**src/pfd_pkg.sv**
```systemverilog
// shared constants and types for the fault, dither and capture timer block
package pfd_pkg;

  // ---------------------------------------------------------------
  // sequence states of one timer cycle
  // ---------------------------------------------------------------
  typedef enum logic [1:0] {
    PFD_DEAD_A = 2'b00,
    PFD_ON_A   = 2'b01,
    PFD_DEAD_B = 2'b10,
    PFD_ON_B   = 2'b11
  } pfd_state_t;

  // ---------------------------------------------------------------
  // waveform generation modes and dither placements
  // ---------------------------------------------------------------
  typedef enum logic [1:0] {
    PFD_ONE_RAMP  = 2'b00,
    PFD_TWO_RAMP  = 2'b01,
    PFD_FOUR_RAMP = 2'b10,
    PFD_DUAL      = 2'b11
  } pfd_ramp_t;

  typedef enum logic [1:0] {
    PFD_PL_ON_B    = 2'b00,
    PFD_PL_ON_AB   = 2'b01,
    PFD_PL_DEAD_B  = 2'b10,
    PFD_PL_DEAD_AB = 2'b11
  } pfd_place_t;

  // ---------------------------------------------------------------
  // fault input mode codes
  // ---------------------------------------------------------------
  localparam logic [3:0] PFD_FM_OFF       = 4'h0;
  localparam logic [3:0] PFD_FM_JUMP_WAIT = 4'h1;
  localparam logic [3:0] PFD_FM_EXEC_WAIT = 4'h2;
  localparam logic [3:0] PFD_FM_EXEC_RUN  = 4'h3;
  localparam logic [3:0] PFD_FM_ALL_OFF   = 4'h4;
  localparam logic [3:0] PFD_FM_DEAD_ONLY = 4'h5;
  localparam logic [3:0] PFD_FM_ALL_WAIT  = 4'h6;
  localparam logic [3:0] PFD_FM_SW_WAIT   = 4'h7;
  localparam logic [3:0] PFD_FM_EDGE_JUMP = 4'h8;
  localparam logic [3:0] PFD_FM_EDGE_BLK  = 4'h9;
  localparam logic [3:0] PFD_FM_LEVEL_BLK = 4'ha;

  // ---------------------------------------------------------------
  // reset values
  // ---------------------------------------------------------------
  localparam logic [11:0] PFD_CNT_RST  = 12'h000;
  localparam logic [7:0]  PFD_BYTE_RST = 8'h00;

  // ---------------------------------------------------------------
  // carriers
  // ---------------------------------------------------------------
  typedef struct packed {
    logic [11:0] dead_a;
    logic [11:0] on_a;
    logic [11:0] dead_b;
    logic [11:0] on_b;
  } pfd_lens_t;

  typedef struct packed {
    logic strobe;
    logic unit;
    logic high;
  } pfd_rd_t;

endpackage

```
**src/pfd_top.sv**
```systemverilog
// fault input modes, dither and counter capture of a dead-time pwm timer
`timescale 1ns/10ps
`default_nettype none

// How it works
// mode 1: fault ends own on-time, jumps to other dead-time, waits.
// mode 2: fault ends on-time, runs other cycle, waits before own.
// mode 3: fault ends on-time, repeats other cycle while active.
// mode 4: either input forces both outputs off, counter untouched.
// mode 5: either input gives alternating dead-times only while active.
// mode 6: either input ends on-time, holds counter, then other dead-time.
// mode 7: stop until restart; restart begins dead-time A, refaults.
// mode 8: rising edge in own on-time jumps to other dead-time.
// mode 9: rising edge in own on-time blanks rest of on-time.
// mode 10: output off while active and to end of that on-time.
// accumulator adds fractional step once per timer cycle.
// overflow lengthens selected part of the next cycle by one clock.
// placement picks on B, on A and B, dead B, dead A and B.
// dual slope mode: dither adds nothing.
// one ramp: on placements add one clock, dead placements add none.
// two ramp adds 1,2,0,0; four ramp adds 1,2,1,2.
// placements adding nothing shorten the following state instead.
// two capture units copy the counter for software.
// a capture starts from its input event or software strobe.
// software reads the low byte first, then the high byte.
// event capture only while that input's action bit is set.
// completed capture sets its trigger flag.
// trigger interrupt only when its enable bit is set.
// low byte read latches the high byte for the next read.
module pfd_top
  import pfd_pkg::*;
#(
  parameter int CNT_W = 12,
  parameter int ACC_W = 4
) (
  input  wire logic             clk,
  input  wire logic             rst_n,
  input  wire logic             timer_enable,
  input  wire pfd_ramp_t        wave_gen_mode,
  input  wire pfd_lens_t        phase_lens,
  input  wire logic [3:0]       fault_input_mode_first,
  input  wire logic [3:0]       fault_input_mode_second,
  input  wire logic             event_in_first,
  input  wire logic             event_in_second,
  input  wire logic             restart_cmd,
  input  wire pfd_place_t       dither_place_select,
  input  wire logic [ACC_W-1:0] dither_control,
  input  wire logic [1:0]       event_action,
  input  wire logic [1:0]       sw_capture,
  input  wire logic [1:0]       irq_enable_register,
  input  wire logic [1:0]       trigger_flag_clear,
  input  wire pfd_rd_t          capture_rd,
  output logic                  wave_out_first,
  output logic                  wave_out_second,
  output logic                  trigger_flag_first,
  output logic                  trigger_flag_second,
  output logic                  trig_irq,
  output logic [7:0]            capture_rd_data,
  output logic                  counter_stopped
);

  // ---------------------------------------------------------------
  // dither placement masks, indexed by sequence state
  // ---------------------------------------------------------------
  // returns {shorten[3:0], extend[3:0]}
  function automatic logic [7:0] dither_masks(input pfd_ramp_t rm,
                                              input pfd_place_t pl);
    logic [3:0] ext;
    logic [3:0] shr;
    logic       cut;
    ext = 4'h0;
    shr = 4'h0;
    cut = (rm == PFD_ONE_RAMP) || (rm == PFD_TWO_RAMP);
    case (pl)
      PFD_PL_ON_B:    ext = 4'h8;
      PFD_PL_ON_AB:   ext = 4'ha;
      PFD_PL_DEAD_B:  ext = 4'h4;
      PFD_PL_DEAD_AB: ext = 4'h5;
      default:        ext = 4'h0;
    endcase
    if (rm == PFD_ONE_RAMP && pl == PFD_PL_ON_AB)
      shr = 4'h4;
    if (cut && pl == PFD_PL_DEAD_B)
      shr = 4'h8;
    if (cut && pl == PFD_PL_DEAD_AB)
      shr = 4'ha;
    if (rm == PFD_DUAL) begin
      ext = 4'h0;
      shr = 4'h0;
    end
    return {shr, ext};
  endfunction

  // ---------------------------------------------------------------
  // input synchronisers and edge detect
  // ---------------------------------------------------------------
  logic [1:0] ev_meta_q;
  logic [1:0] ev_sync_q;
  logic [1:0] ev_prev_q;
  wire  [1:0] act  = ev_sync_q;
  wire  [1:0] rise = ev_sync_q & ~ev_prev_q;

  // two flops before any logic sees the event inputs
  always_ff @(posedge clk) begin
    if (!rst_n) begin
      ev_meta_q <= 2'b00;
      ev_sync_q <= 2'b00;
      ev_prev_q <= 2'b00;
    end else begin
      ev_meta_q <= {event_in_second, event_in_first};
      ev_sync_q <= ev_meta_q;
      ev_prev_q <= ev_sync_q;
    end
  end

  // ---------------------------------------------------------------
  // sequence state and phase length
  // ---------------------------------------------------------------
  pfd_state_t       st_q;
  pfd_state_t       st_d;
  logic [CNT_W-1:0] cnt_q;
  logic [CNT_W-1:0] cnt_d;
  logic [1:0]       wait_q;
  logic [1:0]       wait_d;
  logic             stop_q;
  logic             stop_d;
  logic [ACC_W-1:0] acc_q;
  logic             ovf_q;
  logic [1:0]       blk_q;
  logic [1:0]       blk_d;
  wire  [3:0]       fmode [2];

  assign fmode[0] = fault_input_mode_first;
  assign fmode[1] = fault_input_mode_second;

  // base length of the current phase
  wire [11:0] base_len = (st_q == PFD_DEAD_A) ? phase_lens.dead_a :
                         (st_q == PFD_ON_A)   ? phase_lens.on_a   :
                         (st_q == PFD_DEAD_B) ? phase_lens.dead_b :
                                                phase_lens.on_b;

  // dither stretches or shortens the current phase by one clock
  wire [7:0]  masks    = dither_masks(wave_gen_mode, dither_place_select);
  wire        ext_now  = ovf_q & masks[st_q];
  wire        shr_now  = ovf_q & masks[4 + st_q];
  wire [12:0] len_eff  = {1'b0, base_len} + {12'h000, ext_now}
                         - {12'h000, shr_now};
  wire        at_end   = (len_eff <= 13'h001) ||
                         ({1'b0, cnt_q} >= len_eff - 13'h001);
  wire        frozen   = (|(wait_q & act)) | stop_q;
  wire        cyc_end  = timer_enable & ~frozen &
                         (st_q == PFD_ON_B) & at_end;
  wire [ACC_W:0] acc_sum = {1'b0, acc_q} + {1'b0, dither_control};

  // next sequence state with fault overrides
  always_comb begin
    logic       x;
    x      = 1'b0;
    st_d   = st_q;
    cnt_d  = cnt_q;
    wait_d = wait_q;
    stop_d = stop_q;
    if (!frozen) begin
      cnt_d = cnt_q + 1'b1;
      if (at_end) begin
        cnt_d = PFD_CNT_RST;
        st_d  = pfd_state_t'(st_q + 2'b01);
      end
    end
    if (restart_cmd && stop_q) begin
      st_d   = PFD_DEAD_A;
      cnt_d  = PFD_CNT_RST;
      stop_d = 1'b0;
    end
    for (int i = 0; i < 2; i++) begin
      x   = 1'(i);
      case (fmode[i])
        PFD_FM_JUMP_WAIT: begin
          if (act[i] && (st_q[1] == x) && !stop_q) begin
            st_d      = pfd_state_t'({~x, 1'b0});
            cnt_d     = PFD_CNT_RST;
            wait_d[i] = 1'b1;
          end
        end
        PFD_FM_EXEC_WAIT: begin
          if (act[i] && (st_q[1] == x) && !frozen) begin
            st_d  = pfd_state_t'({~x, 1'b0});
            cnt_d = PFD_CNT_RST;
          end else if (act[i] && !frozen && at_end &&
                       st_q == pfd_state_t'({~x, 1'b1}))
            wait_d[i] = 1'b1;
        end
        PFD_FM_EXEC_RUN: begin
          if (act[i] && (st_q[1] == x) && !stop_q) begin
            st_d  = pfd_state_t'({~x, 1'b0});
            cnt_d = PFD_CNT_RST;
          end else if (act[i] && !frozen && at_end &&
                       st_q == pfd_state_t'({~x, 1'b1}))
            st_d = pfd_state_t'({~x, 1'b0});
        end
        PFD_FM_DEAD_ONLY, PFD_FM_ALL_WAIT: begin
          if (act[i] && !stop_q && (st_q[0] || (at_end && !frozen))) begin
            st_d  = pfd_state_t'({~st_q[1], 1'b0});
            cnt_d = PFD_CNT_RST;
            if (fmode[i] == PFD_FM_ALL_WAIT)
              wait_d[i] = 1'b1;
          end
        end
        PFD_FM_SW_WAIT: begin
          if (act[i])
            stop_d = 1'b1;
        end
        PFD_FM_EDGE_JUMP: begin
          if (rise[i] && !stop_q && st_q == pfd_state_t'({x, 1'b1})) begin
            st_d  = pfd_state_t'({~x, 1'b0});
            cnt_d = PFD_CNT_RST;
          end
        end
        default: ;
      endcase
      if (!act[i])
        wait_d[i] = 1'b0;
    end
    if (!timer_enable) begin
      st_d   = PFD_DEAD_A;
      cnt_d  = PFD_CNT_RST;
      wait_d = 2'b00;
      stop_d = 1'b0;
    end
  end

  // ---------------------------------------------------------------
  // output blanking and waveform outputs
  // ---------------------------------------------------------------
  wire all_off = |{act[0] & (fmode[0] == PFD_FM_ALL_OFF),
                   act[1] & (fmode[1] == PFD_FM_ALL_OFF)};
  wire [1:0] lvl_off;
  wire [1:0] on_next;

  generate
    for (genvar g = 0; g < 2; g++) begin : g_out
      assign lvl_off[g] = act[g] & (fmode[g] == PFD_FM_LEVEL_BLK);
      assign on_next[g] = (st_d == pfd_state_t'({1'(g), 1'b1}));
      // blanking lasts only to the end of the running on-time
      assign blk_d[g] = on_next[g] & (blk_q[g] | lvl_off[g] |
                        (rise[g] & (fmode[g] == PFD_FM_EDGE_BLK)));
    end
  endgenerate

  wire [1:0] wave_d = {2{timer_enable & ~stop_d & ~all_off}} &
                      on_next & ~blk_d & ~lvl_off;

  // sequence registers
  always_ff @(posedge clk) begin
    if (!rst_n) begin
      st_q   <= PFD_DEAD_A;
      cnt_q  <= PFD_CNT_RST;
      wait_q <= 2'b00;
      stop_q <= 1'b0;
      blk_q  <= 2'b00;
    end else begin
      st_q   <= st_d;
      cnt_q  <= cnt_d;
      wait_q <= wait_d;
      stop_q <= stop_d;
      blk_q  <= blk_d;
    end
  end

  // dither accumulator steps once per completed timer cycle
  always_ff @(posedge clk) begin
    if (!rst_n) begin
      acc_q <= '0;
      ovf_q <= 1'b0;
    end else if (cyc_end) begin
      acc_q <= acc_sum[ACC_W-1:0];
      ovf_q <= acc_sum[ACC_W];
    end
  end

  // ---------------------------------------------------------------
  // capture units, trigger flags and read port
  // ---------------------------------------------------------------
  logic [15:0] cap_q  [2];
  logic [7:0]  hold_q [2];
  logic [1:0]  flag_q;
  wire  [1:0]  cap_go = (event_action & rise) | sw_capture;
  wire  [1:0]  flag_d = cap_go | (flag_q & ~trigger_flag_clear);
  wire  [15:0] cnt_ext = {{(16 - CNT_W){1'b0}}, cnt_q};

  // capture copies the counter; a set beats a same-cycle clear
  always_ff @(posedge clk) begin
    if (!rst_n) begin
      cap_q[0] <= 16'h0000;
      cap_q[1] <= 16'h0000;
      flag_q   <= 2'b00;
      trig_irq <= 1'b0;
    end else begin
      for (int i = 0; i < 2; i++)
        if (cap_go[i])
          cap_q[i] <= cnt_ext;
      flag_q   <= flag_d;
      trig_irq <= |(flag_d & irq_enable_register);
    end
  end

  // low byte read also freezes the high byte of the same unit
  always_ff @(posedge clk) begin
    if (!rst_n) begin
      hold_q[0]       <= PFD_BYTE_RST;
      hold_q[1]       <= PFD_BYTE_RST;
      capture_rd_data <= PFD_BYTE_RST;
    end else if (capture_rd.strobe) begin
      if (capture_rd.high)
        capture_rd_data <= hold_q[capture_rd.unit];
      else begin
        capture_rd_data          <= cap_q[capture_rd.unit][7:0];
        hold_q[capture_rd.unit]  <= cap_q[capture_rd.unit][15:8];
      end
    end
  end

  // registered outputs
  always_ff @(posedge clk) begin
    if (!rst_n) begin
      wave_out_first  <= 1'b0;
      wave_out_second <= 1'b0;
      counter_stopped <= 1'b0;
    end else begin
      wave_out_first  <= wave_d[0];
      wave_out_second <= wave_d[1];
      counter_stopped <= stop_d;
    end
  end

  assign trigger_flag_first  = flag_q[0];
  assign trigger_flag_second = flag_q[1];

endmodule

`default_nettype wire

```
**config.mk**
```make
export PLATFORM = sky130hd
export DESIGN_NAME = pfd_top
export DESIGN_NICKNAME = d
export VERILOG_FILES = /design/src/pfd_pkg.sv /design/src/pfd_top.sv
export SDC_FILE = /design/constraint.sdc
export NUM_CORES = 1
export LEC_CHECK = 0
export BUFFER_PORTS_ARGS = -buffer_cell sky130_fd_sc_hd__buf_2
export CAP_MARGIN = 30
export CORE_MARGIN = 10
export CORE_UTILIZATION = 44
export DETAILED_ROUTE_END_ITERATION = 8
export PLACE_DENSITY_LB_ADDON = 0.12
export SLEW_MARGIN = 20
export SYNTH_ARGS = -nofsm -noshare
export SYNTH_HDL_FRONTEND = slang
export SYNTH_SLANG_ARGS = --single-unit
```
**constraint.sdc**
```tcl
create_clock -name clk -period 18.7 [get_ports clk]
set_input_delay 0 -clock clk [delete_from_list [all_inputs] [get_ports clk]]
set_output_delay 0 -clock clk [all_outputs]
set_load 0.02 [all_outputs]
```
-- Word-level counts from Yosys, hierarchy flattened
Memories as Yosys holds them, arrays and structs flattened.
Index checks and enable logic that the tools add are counted.
- add/subtract/negate cells: 7
- order comparisons: 4
- eq/ne operators: 40
- mux-type cells: 79
- bitwise operators: 40
- reduce and logical (&&, ||, !) cells: 48
- operators with widths (operator ; count):
    $mux 12 ; 16
    $pmux 12 s4 ; 2
    $eq 4x3->1 const B ; 8
    $mux 2 ; 16
    $mux 1 ; 31
    $logic_and 1x1->1 ; 25
    $eq 4x4->1 const B ; 6
    $ne 2x2->1 const B ; 10
    $pmux 2 s5 ; 2
    $and 2x2->2 ; 8
    $eq 4x2->1 const B ; 4
    $mux 4 ; 4
    $mux 8 ; 2
    $pmux 4 s4 ; 1
    $and 1x1->1 ; 15
    $reduce_or 2->1 ; 7
    $add 12x1->13 ; 1
    $ge 12x13->1 ; 1
    $le 13x1->1 const B ; 1
    $sub 13x1->13 ; 1
    $sub 13x1->13 const B ; 1
    $add 12x1->12 const B ; 1
    $eq 2x2->1 const B ; 6
    $reduce_and 6->1 ; 2
    other kinds (22) ; 47
- bits in registers: 43
- RAM bits: 40
- bits of input ports: 81
- output and inout bits: 14
- logic and storage cells: 236
- memories kept: 2
- memory list (memory ; depth ; bits a word ; rd ports ; clocked after memory_dff ; write ports ; line ; text):
    cap_q ; 2 ; 12 ; 1 ; 0 ; 2 ; pfd_top.sv:284 ; logic [15:0] cap_q [2];
    hold_q ; 2 ; 8 ; 1 ; 0 ; 2 ; pfd_top.sv:285 ; logic [7:0] hold_q [2];

-- Longest topological paths before layout
- depth in word-level cells: 28
- depth in mapped cells: 31
- mapped depth without buffers: 27

-- Least setup slack after synthesis
No wires, ideal clock.
- path type: register -> register
- start point: reg st_q[0]
- end point: reg st_q[1]
- arrival: 6.054 ns
- path slack: 12.530 ns
- cell stages (with the launch flop): 29
- path buffers: 3
- period minus slack after synthesis: 6.170 ns
- path through: dfxtp_1 clkbuf_1 inv_1 ha_1 clkbuf_1 clkbuf_1 mux2i_1 nor2_1 a21oi_1 o21ai_0 ha_1 inv_1 fa_1 nand2b_1 a21o_2 a21o_1 or4_1 nand4_1 nand2_1 xor2_1 ha_1 or3_1 a221oi_1 o21ai_0 a31o_2 a21o_4 a211o_1 a311o_1 and3_2
- cells in the longest elaborated chain, start to end: 19
- RTL lines (item ; line ; text):
    start: declaration ; pfd_top.sv:119 ; pfd_state_t st_q;
    start signal: assignment ; pfd_top.sv:262 ; st_q <= st_d;
    $eq 2x2->1 ; pfd_top.sv:139 ; (st_q == PFD_DEAD_B) ? phase_lens.dead_b :
    $mux 12 ; pfd_top.sv:139 ;
    $mux 12 ; pfd_top.sv:138 ; (st_q == PFD_ON_A) ? phase_lens.on_a :
    $mux 12 ; pfd_top.sv:137 ; wire [11:0] base_len = (st_q == PFD_DEAD_A) ? phase_lens.dead_a :
    $add 12x1->13 ; pfd_top.sv:146 ; wire [12:0] len_eff = {1'b0, base_len} + {12'h000, ext_now}
    $sub 13x1->13 ; pfd_top.sv:147 ; - {12'h000, shr_now};
    $sub 13x1->13 ; pfd_top.sv:149 ; ({1'b0, cnt_q} >= len_eff - 13'h001);
    $ge 12x13->1 ; pfd_top.sv:149 ;
    [... 3 more ...] ; n/a ;
    $mux 2 ; pfd_top.sv:170 ; if (restart_cmd && stop_q) begin
    $mux 2 ; pfd_top.sv:197 ; end else if (act[i] && !frozen && at_end &&
    $mux 2 ; pfd_top.sv:194 ; if (act[i] && (st_q[1] == x) && !stop_q) begin
    $pmux 2 s5 ; pfd_top.sv:177 ; case (fmode[i])
    $mux 2 ; pfd_top.sv:197 ;
    $mux 2 ; pfd_top.sv:194 ;
    $pmux 2 s5 (*) ; pfd_top.sv:177 ;
    $mux 2 (*) ; pfd_top.sv:224 ; if (!timer_enable) begin
Mark *: on every way between the ends. The rest lies on a longest branch, timed or not. The select of a mux whose other input is x is not followed.
A chain may end at the register's enable or synchronous reset.

-- Worst setup path after layout
- start point: reg st_q[1]
- end point: reg cnt_q[2]
- cells in the longest elaborated chain, start to end: 16
- RTL lines (item ; line ; text):
    $eq 2x2->1 ; pfd_top.sv:139 ;
    $mux 12 ; pfd_top.sv:139 ;
    $mux 12 ; pfd_top.sv:138 ;
    $mux 12 ; pfd_top.sv:137 ;
    $add 12x1->13 ; pfd_top.sv:146 ;
    $sub 13x1->13 ; pfd_top.sv:147 ;
    $sub 13x1->13 ; pfd_top.sv:149 ;
    $ge 12x13->1 ; pfd_top.sv:149 ;
    $logic_or 1x1->1 ; pfd_top.sv:148 ; wire at_end = (len_eff <= 13'h001) ||
    $mux 12 or $logic_and 1x1->1 (tied branches) ; pfd_top.sv:165, pfd_top.sv:202 ;
    $mux 12 or $logic_or 1x1->1 (tied branches) ; pfd_top.sv:163, pfd_top.sv:202 ;
    $mux 12 or $logic_and 1x1->1 (tied branches) ; pfd_top.sv:170, pfd_top.sv:202 ;
    $mux 12, on equally long branches ; n/a ;
    $pmux 12 s4 ; pfd_top.sv:177 ;
    $mux 12, on equally long branches ; n/a ;
    $pmux 12 s4 (*) ; pfd_top.sv:177 ;
    end signal: assignment ; pfd_top.sv:263 ; cnt_q <= cnt_d;
    end: declaration ; pfd_top.sv:121 ; logic [CNT_W-1:0] cnt_q;
Marked as above.

==> results list <==
- In this run the static leakage power is approximately 0.0027 µW.
- Setup violations remaining at the end of the flow were counted as 0.
* Crit Path Class: flip-flop to flip-flop
- The layer flagged by global routing as most heavily used is met2.
- The multi-input combinational cells in the finished layout cover a total of 3318 µm².
- Grouping stages by cell kind, the critical path spends the most delay in compound AO/OA/AOI/OAI gates.
- In the routed layout, each cell is associated on average with a via count of around 5.6.
- Post-detail-place hpwl: 10810 µm
* Clk_skew: 4.143 ps
- The flow ran to the end, and the final reports show no timing, DRC or antenna violations.
- The later pin in the worst-skew pair is clocked with a latency of roughly 340 ps.
- The repair_antennas step left the layout with diodes totalling 0.
- The clock tree synthesis step divided the H-tree into 3 levels.
* GR Util met1: roughly 22%
- Worst-case hold path end point: acc_q[0]
- For this run, the number of Yosys warnings is 0.
* Overall global routing resource usage: 16.12%
- Async set-reset flop share out of synthesis: 0%
- Net Count, Synth: 719
- The synthesized design contains 32 enable-type register cells.
- Worst flop-to-flop path endpoint: cnt_q[2]
* Wirelength per Cell: between 15 and 20 µm
- Number of cell instances on the worst register-to-register path: 25
- During I/O placement, the number of pins put on the boundary was 95.
* Worst Min Path Start: dither_control[0]
* Wire length after detailed routing: 13580 µm
- At the worst endpoint, the required time is 18970 ps.
- Total grt overflow: 0
- Input and output buffers added on the ports amount to 94.
* Inserted Clock Buffers: 9
* Post-synthesis sequential area ratio: 33.77%
- For the pin with the worst max-slew slack, the measured transition is 828.1 ps.
- The slowest stage of the critical path belongs to the cell ha_1.
* Die height: 130.7 µm
- The detail route stage leaves a number of antenna-violating nets equal to 0.
- Library cell appearing most often on the critical path: ha_1
* Max Buffers Root-to-Sink: 2
- Count of non-filler cells in the finished layout: 840
- Finished Core Util: 52.65%
- Measured against its own limit, the worst slew margin works out to 44.79%.
- FF+latch area: 1822 µm²
* Startpoint of the worst register-to-register path: st_q[1]
- The number of global-route vias before repair is 4657.
- Met2 track demand over resource: between 20% and 30%
- After filler insertion, the fill cell instance count of the layout stands at about 1.1k.
- Across all register-to-register paths, the minimum setup slack is between 10000 and 15000 ps.
* Max Fclk: 0.1514 GHz
- The worst setup path is captured at a flip-flop.
- Vias: 4719
- Routability-driven placement congestion ratio: 0.9013
* Global-route wire length before repair: 22510 µm
* Site Rows: 40
- Die Footprint: 17090 µm²
- In this run, synthesis produced a sequential element count of 75.
* Syn Inst Count: 600
- The cell sitting at the root of the clock tree is a clkbuf_16.
* First DRT Iteration DRCs: 313
- Yosys cell types: 70
* Horizontal extent of the die: 130.7 µm
* Initial standard-cell utilization of the core: 44.91%
- Max-cap violations in this run came to 0.
- Data arrival time at the worst-slack endpoint: 6870 ps
- After floorplanning, the core was sized to cover 12010 µm².
- From synthesis to final layout, the design area changed by 17.23%.
- After clock tree synthesis, the clock-pin slew on the worst setup and hold paths is 60 ps.
- Together, buffers and inverters on the worst path number 2.
- Max Slew Vio Count: 0
- The number of antenna violations at the first check in global routing came to 0.
* Remaining routing DRC violations: 0
* Synthesized cell area: around 5400 µm²
- The hold violation total from the final report was 0.
- The worst path in the final design needs a cycle of 6605 ps, including I/O delays and setup.
- CTS sink cnt: 75
* Placed Instances: 815
- Maximum cell stage delay along the critical path: 720 ps
- Path type of the worst min-delay path: primary input to flip-flop
- TritonCTS built the clock tree.
- Fraction of final layout cells sized beyond drive strength 1: between 10% and 20%
* Post-cts sizing count: 0
- The biggest area contributor in the post-synthesis netlist is edfxtp_1.
- Setup repair after global routing left no endpoint under its margin.
* Largest driver fanout on the critical path: 22
- Of the post-synthesis cell area, the dominant cell type holds 17.81%.
* Global routing usage on met3: 3.384%
- At the end of the flow, the number of nets in the layout was 807.
- By area the synthesized netlist is led by edfxtp_1 (18%), dfxtp_1 (16%), ha_1 (8.4%).
* Mean instance size in the synthesized netlist: roughly 9 µm²
- Aggregate negative setup slack: 0 ps
- For this run, the detailed router's first-pass iteration total came to 4.
* Power per unit of standard cell area: 68.20 nW/µm²
- Entering global routing, the biggest net connects 33 pins.
- Most used flip-flop cell after synthesis: dfxtp_1
- Period Utilization, post-route: about a third
- Along the worst hold path, the cell count comes to 4.
- The worst-case IR drop observed on VDD is 38.58 µV.
- STA classifies the critical path startpoint as a flip-flop.
## placed cells by master, fill, tap and decap left out, drive strengths merged, types with 4 or more instances in the layout
cell         Yosys  final
edfxtp          32     32
nor2b           37     37
mux2i           17     17
ha              36     36
nand2           44     44
or3              5      5
a21oi           22     22
nand3            9      9
o21a             4      4
xor2            14     14
o21ai           22     22
nand4           10     10
dfxtp           43     43
clkbuf          21     11
nor3b            9      9
inv             39     44
and2            32     32
a21o            10     10
nor3             7      7
xnor2           16     16
o22ai            5      5
o31a            12     12
a221oi           5      5
a211oi          18     18
a21boi           6      6
nor2            39     39
nand2b          13     13
and3             5      5
buf              6     95
a31oi            7      7
o2111ai          4      4
dlygate4sd3      0      7
mux4             4      4
## sequential cells by signal, summed over array words and instances (netlist names), 2 cells and up
name,flops
st_q,2
capture_rd_data,8
wait_q,2
blk_q,2
ev_meta_q,2
hold_q,8
cap_q,24
cnt_q,12
acc_q,4
ev_prev_q,2
act,2
flag_q,2
## worst reg2reg max path: stages, from the launching register on
cell	delay [ps]
dfxtp_1	620
ha_1	720
mux2i_1	270
nor2_1	50
a21oi_1	140
o21ai_0	100
ha_1	240
inv_1	80
fa_1	200
nand2b_1	150
a21oi_1	80
or3_1	370
a2111o_1	500
nor3_1	300
nand3b_1	140
xnor2_1	150
ha_1	190
or3_1	320
a221oi_1	210
o21ai_0	160
a31o_2	290
a21o_4	250
o311ai_2	400
o2111ai_1	190
clkbuf_4	260
nor2_1	150
## layer usage
layer	wire length [µm]	part of all wire, %
met1	6226	46
met2	6312	46
met4	214	1.6
met3	830	6.1
met5	0	0
## report_power, final
group / switching [µW] / total, µW / internal [µW] / leakage (µW)
Clock: 75.5 / 169 / 93.7 / 0.000142
Combinational: 46.9 / 83.7 / 36.8 / 0.00188
Sequential: 2.68 / 178 / 176 / 0.000701
Total: 125 / 431 / 306 / 0.00272
## Yosys cell counts (14+ instances only)
library cell / number
nor2_1: 39
nor2b_1: 37
nand2_1: 44
clkbuf_1: 21
o21ai_0: 22
mux2i_1: 17
and2_1: 31
a21oi_1: 21
xor2_1: 14
edfxtp_1: 32
dfxtp_1: 43
ha_1: 36
inv_1: 39
a211oi_1: 18
xnor2_1: 16
## stage by stage
stage / setup slack, ps / instance area (µm²) / hold WS [ps] / total power, µW
after floorplan: 12530 / 5394 / 125.6 / 239.2
after global placement: 12150 / 5948 / 213.5 / 262.3
after detailed placement: 11930 / 5948 / 215.4 / 264.1
after CTS: 11850 / 6311 / 39.25 / 434.1
after global routing: 11430 / 6324 / 77.11 / 452.1
final: 12100 / 6324 / 46.49 / 431.3
## how the worst max path moves through the flow
stage	from	to	cells after the start
global placement	st_q[1]	cnt_q[5]	24
CTS	st_q[1]	cnt_q[2]	24
floorplan	st_q[0]	st_q[1]	28
global route	st_q[1]	wave_out_second	24
finish	st_q[1]	cnt_q[2]	25
detailed placement	st_q[1]	cnt_q[9]	24
## final cells by class
cell class / count / area share (%)
Inverter: 39 / 2.315
Clock buffer: 9 / 3.562
Timing Repair Buffer: 104 / 8.864
Clock inverter: 7 / 1.068
Tap cell: 147 / 2.909
Sequential cell: 75 / 28.81
Multi-Input combinational cell: 459 / 52.47
## logic make-up (layout without fill, tap and decap cells)
logic type      Yosys count  count (layout)  share of synthesized area [%]
simple gates            224             224                          22.62
compound gates          146             146                          20.11
flops                    75              75                          33.77
buf+inv                  66             159                          4.709
fa+ha+maj                38              38                          9.093
xor+xnor                 30              30                          4.871
mux                      21              21                          4.825
## repair_timing
| item | 4_1_cts | 5_1_grt |
|---|---|---|
| hold endpoints to repair | 7 | 0 |
| hold buffers | 7 | 0 |
| setup buffers | 0 | 0 |
No activity file was read; power rests on OpenSTA's default activity.
